<file path="src/design/pimc_pkg.sv">
// Shared constants and carrier types for the port, interrupt and crossbar block.
package pimc_pkg;
  // ----------------------------------------------------------------
  // Widths
  // ----------------------------------------------------------------
  localparam int PORT_W = 8;
  localparam int SEL_W  = 3;
  localparam int CAP_N  = 6;
  localparam int SPIA_W = 3;
  localparam int ADDR_W = 8;

  // ----------------------------------------------------------------
  // Register addresses
  // ----------------------------------------------------------------
  localparam logic [7:0] ADDR_PORT0     = 8'h80;
  localparam logic [7:0] ADDR_PORT1     = 8'h90;
  localparam logic [7:0] ADDR_TIMER_CTL = 8'h88;
  localparam logic [7:0] ADDR_IRQ_CFG   = 8'he4;
  localparam logic [7:0] ADDR_CMP_SEL0  = 8'hc7;
  localparam logic [7:0] ADDR_EXP_VAL0  = 8'hd7;
  localparam logic [7:0] ADDR_CMP_SEL1  = 8'hbf;
  localparam logic [7:0] ADDR_EXP_VAL1  = 8'hcf;
  localparam logic [7:0] ADDR_XBAR_A    = 8'he1;
  localparam logic [7:0] ADDR_XBAR_B    = 8'hf2;
  localparam logic [7:0] ADDR_XBAR_C    = 8'he3;

  // ----------------------------------------------------------------
  // Reset values
  // ----------------------------------------------------------------
  localparam logic [7:0] RST_LATCH   = 8'hff;
  localparam logic [7:0] RST_CMP_SEL = 8'h00;
  localparam logic [7:0] RST_EXP_VAL = 8'hff;
  localparam logic [7:0] RST_XBAR    = 8'h00;
  localparam logic [7:0] RST_IRQ_CFG = 8'h00;
  localparam logic [7:0] ALL_ONES    = 8'hff;
  localparam logic [7:0] ALL_ZERO    = 8'h00;

  // ----------------------------------------------------------------
  // Field positions
  // ----------------------------------------------------------------
  localparam int TC_SENSE_A = 0;
  localparam int TC_PEND_A  = 1;
  localparam int TC_SENSE_B = 2;
  localparam int TC_PEND_B  = 3;
  localparam int CFG_SEL_A  = 0;
  localparam int CFG_POL_A  = 3;
  localparam int CFG_SEL_B  = 4;
  localparam int CFG_POL_B  = 7;
  localparam int XA_UART    = 0;
  localparam int XA_SPI_A   = 1;
  localparam int XB_SPI_B   = 6;
  localparam int XB_CAP_LSB = 0;
  localparam int XC_PULLOFF = 7;
  localparam int XC_MASTER  = 6;
  localparam logic [7:0] XC_WR_MASK = 8'hc0;
  localparam int PIN_UART_TX  = 4;
  localparam int PIN_UART_RX  = 5;
  localparam int PIN_SPIB_SCK = 0;
  localparam int PIN_SPIB_MISO = 1;
  localparam int PIN_SPIB_MOSI = 2;
  localparam int PIN_SPIB_NSS  = 3;
  localparam logic [2:0] SPIA_PINS_3 = 3'h3;
  localparam logic [2:0] SPIA_PINS_4 = 3'h4;

  // ----------------------------------------------------------------
  // Carriers
  // ----------------------------------------------------------------
  typedef struct packed {
    logic [ADDR_W-1:0] addr;
    logic              wr;
    logic              rd;
    logic              rmw;
    logic [7:0]        wdata;
  } pimc_sfr_req_t;

  typedef struct packed {
    logic uart_tx;
    logic spi_a_nss_out;
    logic spi_b_sck;
    logic spi_b_mosi;
    logic spi_b_nss;
    logic spi_b_four_wire;
  } pimc_periph_t;

  typedef struct packed {
    logic [PORT_W-1:0] p0_s1;
    logic [PORT_W-1:0] p0_s2;
    logic [PORT_W-1:0] p1_s1;
    logic [PORT_W-1:0] p1_s2;
    logic              prev_a;
    logic              prev_b;
    logic              pend_a;
    logic              pend_b;
    logic              sense_a;
    logic              sense_b;
    logic [PORT_W-1:0] latch0;
    logic [PORT_W-1:0] latch1;
    logic [PORT_W-1:0] mask0;
    logic [PORT_W-1:0] mat0;
    logic [PORT_W-1:0] mask1;
    logic [PORT_W-1:0] mat1;
    logic [7:0]        xbr_a;
    logic [7:0]        xbr_b;
    logic [7:0]        xbr_c;
    logic [7:0]        irq_cfg;
    logic [7:0]        rdata;
    logic [PORT_W-1:0] p0_out;
    logic [PORT_W-1:0] p0_oe_n;
    logic [PORT_W-1:0] p1_out;
    logic [PORT_W-1:0] p1_oe_n;
    logic              mismatch;
    logic              uart_rx;
    logic              spi_b_miso;
    logic [CAP_N-1:0]  cap_route;
    logic [SPIA_W-1:0] spi_a_pins;
  } pimc_state_t;
endpackage

</file>
<file path="src/design/pimc_top.sv">
// Port latches, external pin interrupts, port mismatch and crossbar enables.
`timescale 1ns/10ps

// Summary of operation
// RQ1 - Edge mode interrupts on falling edge at polarity 0, rising at 1.
// RQ2 - Level mode requests while input low at polarity 0, high at 1.
// RQ3 - Both interrupts pick any port 0 pin, only observing it.
// RQ4 - Edge mode pending flag clears when the processor vectors to it.
// RQ5 - Level mode pending flag simply mirrors the active input level.
// RQ6 - Level source holds request until recognised, drops before routine ends.
// RQ7 - Mismatch when masked pins differ from masked expected values.
// RQ8 - Mismatch drives interrupt and wake-up, regardless of crossbar settings.
// RQ9 - Compare-select bit 1 includes pin, 0 excludes; reset to 0.
// RQ10 - Port write stores value in the output latch driving pins.
// RQ11 - Normal port read returns pin levels, even for crossbar-owned pins.
// RQ12 - Read-modify-write port reads return the latch instead of pins.
// RQ13 - First crossbar register holds eight peripheral routing enables.
// RQ14 - UART routing puts transmit on P0.4 and receive on P0.5.
// RQ15 - First SPI takes three or four pins depending on slave select.
// RQ16 - Second SPI uses P1.0 to P1.3; select only in 4-wire.
// RQ17 - Second register bits 6 to 3 route SPI, timers, count input.
// RQ18 - Bits 2:0 route capture channels 0 to n-1; zero routes none.
// RQ19 - Third register bit 7 set disables all weak pullups.
// RQ20 - Third register bit 6 is crossbar master enable, reset 0.
// RQ21 - Master enable clear disables every port output driver.
// RQ22 - Expected-value bit 0 compares low, 1 compares high; reset 1.
// RQ23 - Pin inputs pass two flip-flops before any logic uses them.
// RQ24 - Edge detect compares current and previous synchronised samples.
module pimc_top (
  // Clock and reset
  input  wire logic                         ref_clk,
  input  wire logic                         sys_rst,
  // Special function register access
  input  wire pimc_pkg::pimc_sfr_req_t      sfr_req,
  output logic [7:0]                        sfr_rdata,
  // Interrupt vectoring acknowledges
  input  wire logic                         irq_a_ack,
  input  wire logic                         irq_b_ack,
  // Pins
  input  wire logic [pimc_pkg::PORT_W-1:0]  p0_in,
  input  wire logic [pimc_pkg::PORT_W-1:0]  p1_in,
  output logic [pimc_pkg::PORT_W-1:0]       p0_out,
  output logic [pimc_pkg::PORT_W-1:0]       p0_oe_n,
  output logic [pimc_pkg::PORT_W-1:0]       p1_out,
  output logic [pimc_pkg::PORT_W-1:0]       p1_oe_n,
  // Peripheral side
  input  wire pimc_pkg::pimc_periph_t       periph,
  output logic                              uart_rx,
  output logic                              spi_b_miso,
  // Events and routing state
  output logic                              irq_a_req,
  output logic                              irq_b_req,
  output logic                              port_mismatch,
  output logic [7:0]                        crossbar_route_a,
  output logic [7:0]                        crossbar_route_b,
  output logic                              pullup_global_off,
  output logic                              crossbar_master_enable,
  output logic [pimc_pkg::CAP_N-1:0]        capture_out_route,
  output logic [pimc_pkg::SPIA_W-1:0]       spi_a_pin_count
);
  pimc_pkg::pimc_state_t q;
  pimc_pkg::pimc_state_t d;

  // ----------------------------------------------------------------
  // Derived views of the configuration and synchronised pins
  // ----------------------------------------------------------------
  logic [pimc_pkg::SEL_W-1:0] sel_a;
  logic [pimc_pkg::SEL_W-1:0] sel_b;
  logic                       pol_a;
  logic                       pol_b;
  logic                       cur_a;
  logic                       cur_b;
  logic                       act_a;
  logic                       act_b;
  logic                       edge_a;
  logic                       edge_b;
  logic                       cmp_miss;
  logic                       xbar_on;

  assign sel_a   = q.irq_cfg[pimc_pkg::CFG_SEL_A +: pimc_pkg::SEL_W];
  assign sel_b   = q.irq_cfg[pimc_pkg::CFG_SEL_B +: pimc_pkg::SEL_W];
  assign pol_a   = q.irq_cfg[pimc_pkg::CFG_POL_A];
  assign pol_b   = q.irq_cfg[pimc_pkg::CFG_POL_B];
  // Tapping the synchronised copy leaves the pin's owner undisturbed.
  assign cur_a   = q.p0_s2[sel_a]; // see RQ3
  assign cur_b   = q.p0_s2[sel_b]; // see RQ3
  assign act_a   = pol_a ? cur_a : ~cur_a; // see RQ2
  assign act_b   = pol_b ? cur_b : ~cur_b; // see RQ2
  // Active-going transition between previous and current sample.
  assign edge_a  = act_a & ~(pol_a ? q.prev_a : ~q.prev_a); // see RQ1, RQ24
  assign edge_b  = act_b & ~(pol_b ? q.prev_b : ~q.prev_b); // see RQ1, RQ24
  assign cmp_miss = ((q.p0_s2 & q.mask0) != (q.mat0 & q.mask0)) ||
                    ((q.p1_s2 & q.mask1) != (q.mat1 & q.mask1)); // see RQ7
  assign xbar_on = q.xbr_c[pimc_pkg::XC_MASTER];

  // ----------------------------------------------------------------
  // Next state
  // ----------------------------------------------------------------
  always_comb begin
    logic wr_tc;
    wr_tc = sfr_req.wr && (sfr_req.addr == pimc_pkg::ADDR_TIMER_CTL);
    d = q;
    d.p0_s1  = p0_in; // see RQ23
    d.p0_s2  = q.p0_s1;
    d.p1_s1  = p1_in;
    d.p1_s2  = q.p1_s1;
    d.prev_a = cur_a;
    d.prev_b = cur_b;

    // Register writes.
    if (sfr_req.wr) begin
      case (sfr_req.addr)
        pimc_pkg::ADDR_PORT0:    d.latch0 = sfr_req.wdata; // see RQ10
        pimc_pkg::ADDR_PORT1:    d.latch1 = sfr_req.wdata; // see RQ10
        pimc_pkg::ADDR_CMP_SEL0: d.mask0  = sfr_req.wdata; // see RQ9
        pimc_pkg::ADDR_EXP_VAL0: d.mat0   = sfr_req.wdata; // see RQ22
        pimc_pkg::ADDR_CMP_SEL1: d.mask1  = sfr_req.wdata;
        pimc_pkg::ADDR_EXP_VAL1: d.mat1   = sfr_req.wdata;
        pimc_pkg::ADDR_XBAR_A:   d.xbr_a  = sfr_req.wdata; // see RQ13
        pimc_pkg::ADDR_XBAR_B:   d.xbr_b  = sfr_req.wdata; // see RQ17
        pimc_pkg::ADDR_XBAR_C:
          d.xbr_c = sfr_req.wdata & pimc_pkg::XC_WR_MASK; // see RQ19, RQ20
        pimc_pkg::ADDR_IRQ_CFG:  d.irq_cfg = sfr_req.wdata;
        pimc_pkg::ADDR_TIMER_CTL: begin
          d.sense_a = sfr_req.wdata[pimc_pkg::TC_SENSE_A];
          d.sense_b = sfr_req.wdata[pimc_pkg::TC_SENSE_B];
        end
        default: d.latch0 = q.latch0;
      endcase
    end

    // Pending flags; a fresh edge wins over acknowledge or software clear.
    if (!q.sense_a) begin
      d.pend_a = act_a; // see RQ5, RQ2
    end else if (edge_a) begin
      d.pend_a = 1'b1; // see RQ1
    end else if (irq_a_ack) begin
      d.pend_a = 1'b0; // see RQ4
    end else if (wr_tc) begin
      d.pend_a = sfr_req.wdata[pimc_pkg::TC_PEND_A];
    end
    if (!q.sense_b) begin
      d.pend_b = act_b; // see RQ5, RQ2
    end else if (edge_b) begin
      d.pend_b = 1'b1; // see RQ1
    end else if (irq_b_ack) begin
      d.pend_b = 1'b0; // see RQ4
    end else if (wr_tc) begin
      d.pend_b = sfr_req.wdata[pimc_pkg::TC_PEND_B];
    end

    d.mismatch = cmp_miss; // see RQ7, RQ8

    // Read data: pins normally, latch for read-modify-write.
    if (sfr_req.rd) begin
      case (sfr_req.addr)
        pimc_pkg::ADDR_PORT0:
          d.rdata = sfr_req.rmw ? q.latch0 : q.p0_s2; // see RQ11, RQ12
        pimc_pkg::ADDR_PORT1:
          d.rdata = sfr_req.rmw ? q.latch1 : q.p1_s2; // see RQ11, RQ12
        pimc_pkg::ADDR_CMP_SEL0:  d.rdata = q.mask0;
        pimc_pkg::ADDR_EXP_VAL0:  d.rdata = q.mat0;
        pimc_pkg::ADDR_CMP_SEL1:  d.rdata = q.mask1;
        pimc_pkg::ADDR_EXP_VAL1:  d.rdata = q.mat1;
        pimc_pkg::ADDR_XBAR_A:    d.rdata = q.xbr_a;
        pimc_pkg::ADDR_XBAR_B:    d.rdata = q.xbr_b;
        pimc_pkg::ADDR_XBAR_C:    d.rdata = q.xbr_c;
        pimc_pkg::ADDR_IRQ_CFG:   d.rdata = q.irq_cfg;
        pimc_pkg::ADDR_TIMER_CTL: begin
          d.rdata = pimc_pkg::ALL_ZERO;
          d.rdata[pimc_pkg::TC_SENSE_A] = q.sense_a;
          d.rdata[pimc_pkg::TC_PEND_A]  = q.pend_a;
          d.rdata[pimc_pkg::TC_SENSE_B] = q.sense_b;
          d.rdata[pimc_pkg::TC_PEND_B]  = q.pend_b;
        end
        default: d.rdata = pimc_pkg::ALL_ZERO;
      endcase
    end

    // Pin drivers: the latch acts open-drain, peripherals override.
    d.p0_out  = q.latch0;
    d.p1_out  = q.latch1;
    d.p0_oe_n = q.latch0;
    d.p1_oe_n = q.latch1;
    if (q.xbr_a[pimc_pkg::XA_UART]) begin
      d.p0_out[pimc_pkg::PIN_UART_TX]  = periph.uart_tx; // see RQ14
      d.p0_oe_n[pimc_pkg::PIN_UART_TX] = 1'b0;
      d.p0_oe_n[pimc_pkg::PIN_UART_RX] = 1'b1;
    end
    if (q.xbr_b[pimc_pkg::XB_SPI_B]) begin
      d.p1_out[pimc_pkg::PIN_SPIB_SCK]   = periph.spi_b_sck; // see RQ16
      d.p1_oe_n[pimc_pkg::PIN_SPIB_SCK]  = 1'b0;
      d.p1_oe_n[pimc_pkg::PIN_SPIB_MISO] = 1'b1;
      d.p1_out[pimc_pkg::PIN_SPIB_MOSI]  = periph.spi_b_mosi;
      d.p1_oe_n[pimc_pkg::PIN_SPIB_MOSI] = 1'b0;
      if (periph.spi_b_four_wire) begin
        d.p1_out[pimc_pkg::PIN_SPIB_NSS]  = periph.spi_b_nss;
        d.p1_oe_n[pimc_pkg::PIN_SPIB_NSS] = 1'b0;
      end
    end
    if (!xbar_on) begin
      d.p0_oe_n = pimc_pkg::ALL_ONES; // see RQ21
      d.p1_oe_n = pimc_pkg::ALL_ONES; // see RQ21
    end
    d.uart_rx    = q.p0_s2[pimc_pkg::PIN_UART_RX];
    d.spi_b_miso = q.p1_s2[pimc_pkg::PIN_SPIB_MISO];

    // Channel i routed when the field value exceeds i.
    for (int i = 0; i < pimc_pkg::CAP_N; i++) begin
      d.cap_route[i] = (q.xbr_b[pimc_pkg::XB_CAP_LSB +: 3] >
                        3'(i)); // see RQ18
    end
    if (!q.xbr_a[pimc_pkg::XA_SPI_A]) begin
      d.spi_a_pins = '0;
    end else if (periph.spi_a_nss_out) begin
      d.spi_a_pins = pimc_pkg::SPIA_PINS_4; // see RQ15
    end else begin
      d.spi_a_pins = pimc_pkg::SPIA_PINS_3; // see RQ15
    end
  end

  // ----------------------------------------------------------------
  // State register
  // ----------------------------------------------------------------
  always_ff @(posedge ref_clk) begin
    if (sys_rst) begin
      q         <= '0;
      q.latch0  <= pimc_pkg::RST_LATCH;
      q.latch1  <= pimc_pkg::RST_LATCH;
      q.mask0   <= pimc_pkg::RST_CMP_SEL; // see RQ9
      q.mask1   <= pimc_pkg::RST_CMP_SEL;
      q.mat0    <= pimc_pkg::RST_EXP_VAL; // see RQ22
      q.mat1    <= pimc_pkg::RST_EXP_VAL;
      q.xbr_a   <= pimc_pkg::RST_XBAR;
      q.xbr_b   <= pimc_pkg::RST_XBAR;
      q.xbr_c   <= pimc_pkg::RST_XBAR; // see RQ20
      q.irq_cfg <= pimc_pkg::RST_IRQ_CFG;
      q.p0_out  <= pimc_pkg::RST_LATCH;
      q.p1_out  <= pimc_pkg::RST_LATCH;
      q.p0_oe_n <= pimc_pkg::ALL_ONES;
      q.p1_oe_n <= pimc_pkg::ALL_ONES;
      // Synchronisers start at the pulled-up idle level, so no false edge.
      q.p0_s1   <= pimc_pkg::ALL_ONES;
      q.p0_s2   <= pimc_pkg::ALL_ONES;
      q.p1_s1   <= pimc_pkg::ALL_ONES;
      q.p1_s2   <= pimc_pkg::ALL_ONES;
      q.prev_a  <= 1'b1;
      q.prev_b  <= 1'b1;
    end else begin
      q <= d;
    end
  end

  assign sfr_rdata              = q.rdata;
  assign p0_out                 = q.p0_out;
  assign p0_oe_n                = q.p0_oe_n;
  assign p1_out                 = q.p1_out;
  assign p1_oe_n                = q.p1_oe_n;
  assign uart_rx                = q.uart_rx;
  assign spi_b_miso             = q.spi_b_miso;
  assign irq_a_req              = q.pend_a;
  assign irq_b_req              = q.pend_b;
  assign port_mismatch          = q.mismatch;
  assign crossbar_route_a       = q.xbr_a;
  assign crossbar_route_b       = q.xbr_b;
  assign pullup_global_off      = q.xbr_c[pimc_pkg::XC_PULLOFF]; // see RQ19
  assign crossbar_master_enable = q.xbr_c[pimc_pkg::XC_MASTER];
  assign capture_out_route      = q.cap_route;
  assign spi_a_pin_count        = q.spi_a_pins;
endmodule // pimc_top

</file>
<file path="config.mk">
export PLATFORM = sky130hd
export DESIGN_NAME = pimc_top
export DESIGN_NICKNAME = d
export VERILOG_FILES = /design/src/design/pimc_pkg.sv /design/src/design/pimc_top.sv
export SDC_FILE = /design/constraint.sdc
export NUM_CORES = 1
export LEC_CHECK = 0
export BUFFER_PORTS_ARGS = -buffer_cell sky130_fd_sc_hd__buf_4
export CORE_MARGIN = 2
export CORE_UTILIZATION = 35
export DETAILED_ROUTE_END_ITERATION = 10
export PLACE_DENSITY = 0.54
export SLEW_MARGIN = 25
export SYNTH_ARGS = -nofsm -noshare
export SYNTH_HDL_FRONTEND = slang
export SYNTH_SLANG_ARGS = --single-unit
export TNS_END_PERCENT = 5
</file>
<file path="constraint.sdc">
create_clock -name ref_clk -period 2.6 [get_ports ref_clk]
set_clock_uncertainty 0.2 [all_clocks]
set_input_delay 0.52 -clock ref_clk [delete_from_list [all_inputs] [get_ports ref_clk]]
set_output_delay 0.52 -clock ref_clk [all_outputs]
set_load 0.01 [all_outputs]
</file>
==> flow_summary.ini <==
[status]
status = finished clean

[synthesis]
synth_top_cell_by_area = dfxtp_1
synth.area.top_cells = dfxtp_1, buf_4, nor2_1
synth_nets = 830
synth_enable_flop_cells = 0
avgSynthCellArea_sq_um = 9.380
synth_top_area_share_pct = 44.32
synth_cells = 785
syn-cell-area_sq_um = 7363
yosysUniqueCellTypes = 63
synth-seq-cells = 163
ys.flop_type = dfxtp_1
seq_area_frac_synth_pct = 44.32
ys_async_sr_fraction_pct = 0
yosys_warnings = 0

[floorplan]
dieArea_sq_um = 22210
rows = 53
die_y_microns = 149.0
ios = 117
core_area_sq_um = 20820
dieWidth_microns = 149.0
start_util_pct = 35.36

[setup_path]
critPathLaunchType = flip-flop
r2r_cells = 5
path_class = reg -> reg
path_cells = mux4_2 > mux2i_1 > nor2_1 > a221oi_1 > a311oi_1
crit_path_max_fanout = 5
r2r_end = irq_b_req
arrival_ns = 2.31
critPathRequiredTime_ns = 2.71
rrSetupSlack_ns = 0.40
worst_setup_path_end_kind = flip-flop
slowest_stage = mux4_2
r2r_start = q[58]
cpPeakStageDelay_ns = 0.54

[routing]
routedWlPerCell_microns = 19.74
drt_iter0_drc = 648
vias = 5786
post-route-drc-count = 0
drt-total-wl_microns = 22190
vias_per_cell = 5.148
ant_nets = 0
first_pass_iters = 5

[placement]
hpwl_microns = 16330
place.port_buffers = 116
placed_cells = 1092
gp_congestion = 0.8967

[worst_hold_path]
hold_path_depth = 2
holdPathEnd = spi_a_pin_count[1]
hp-class = in -> reg
min_from = periph[4]

[power]
ir_drop_uv = 461.3
leakage_uw = 0.003392
powerDensity_nw_per_um2 = 618.9

[clock_tree]
post_cts_buffers = 0
cts-resized-gates = 0
cts_buffers = 17
clockBufferDepth = 2
clkSlewWorstSetupHoldPaths_ns = 0.07
clock_latency_ns = 0.43
clock-sinks = 163
cts_tree = done
cts_root_buf = clkbuf_16
hold_buffers = 0
cts_max_level = 4

[finish]
drive_gt1_share_pct = 30.51
final_cell_mix = dfxtp_1, buf_4, nor2_1
final_cell_count_no_fill = 1124
layout_commonest_cell = dfxtp_1
nets = 881
area_delta_synth_final_pct = 17.26
n_antenna_cell = 0

[sta]
finalSetupViolations = 0
period_share_pct = 84.71
relSlewSlack_pct = 56.29
timing.final.hold_violations = 0
rsz0062_at_grt = false
max_freq_mhz = 454.1
period_needed_ns = 2.202
worstMarginPinSlew_ns = 0.6557
slew_violations = 0
setup_tns_ns = 0

[grt]
grt_start_max_net_pins = 59
antenna_found_initial = 0
gr-total-overflow = 0
grt_usage_pct = 20.29
grt_pass1_vias = 5489
grt_pass1_wl_microns = 33620

[flow_run]
max-cap-violations = 0
where the power goes:
part / total [uW] / switching (uW) / internal (uW) / leakage, uW
clock: 2480 / 1130 / 1350 / 0.000284
combinational: 314 / 185 / 129 / 0.00178
sequential: 2550 / 23.3 / 2520 / 0.00132
worst max-delay path by stage:
stage,start,endpoint,depth (start not counted)
2_1_floorplan,sfr_req[11],sfr_rdata[6],7
6_report,q[58],irq_b_req,5
3_3_place_gp,sfr_req[15],sfr_rdata[1],6
3_5_place_dp,sfr_req[15],sfr_rdata[2],6
4_1_cts,q[58],irq_b_req,5
5_1_grt,q[58],irq_b_req,5
state kept, by name, summed over array words and instances, names as in the netlist, 6 cells and up:
register and count:
q 60, d 30, crossbar_route_a 8, crossbar_route_b 8
p0_oe_n 8, p0_out 8, p1_oe_n 8, p1_out 8
sfr_rdata 8, capture_out_route 6
worst max-delay path, delay by kind of cell, from the launching register on:
family / cells / cell delay (ns)
multiplexers: 2 / 0.99
AND/OR/NAND/NOR: 1 / 0.08
AO/OA/AOI/OAI: 2 / 0.38
flip-flops: 1 / 0.43
per-layer routing:
layer,track usage [%],vias to the layer above,wire (microns)
met5,0,-,0
met4,8.714,0,668
met3,4.801,33,1507
met2,31.34,225,10060
met1,27.15,2769,9957
li1,-,2759,-
synthesized netlist by cell type (4+ instances only):
cell type,count
dfxtp_1,163
a221oi_1,6
nor2_1,80
or2_2,45
nand2_1,77
inv_1,14
nor2b_1,11
a22oi_1,13
buf_6,6
nand3b_1,9
and3_1,10
o21ai_0,8
a22o_1,4
and2_1,6
buf_2,15
a32o_1,7
a21oi_1,47
mux4_2,12
buf_4,70
xor2_1,17
nand4_1,9
clkbuf_1,21
a221oi_2,6
mux2i_1,10
a211o_1,24
nand3_1,20
nand2b_1,17
area by class of cell:
cell class | instances | area (sq um)
clock buffer | 17 | 425.4
sequential | 163 | 3263
timing repair buffer | 147 | 1116
inverter | 14 | 52.55
tap | 275 | 344.1
clock inverter | 15 | 143.9
multi-input combinational | 493 | 3289
fill | 2135 | 12190
through the flow:
step	setup slack (ns)	instance area [sq um]	total power (uW)	utilization, %	hold slack [ns]
after global placement	0.2139	8065	2914	38.73	0.1949
after floorplan	0.4197	7363	2769	-	0.1895
after CTS	0.4365	8635	5396	41.47	0.03250
after global routing	0.3052	8635	5517	41.47	0.03978
after detailed placement	0.2171	8065	2915	38.73	0.1928
final	0.3976	8635	5344	41.47	0.05126
logic make-up (layout without fill, tap and decap cells):
family                    after synthesis  after routing  share of synthesized area, %
xor gates and xnor gates               18             18                         2.141
and+or+nand+nor                       310            310                         22.60
DFF                                   163            163                         44.32
muxes                                  24             24                         5.336
AOI/OAI and AO/OA                     141            141                         14.60
buffers and inverters                 129            193                         11.01
(Power assumes the default switching activity.)
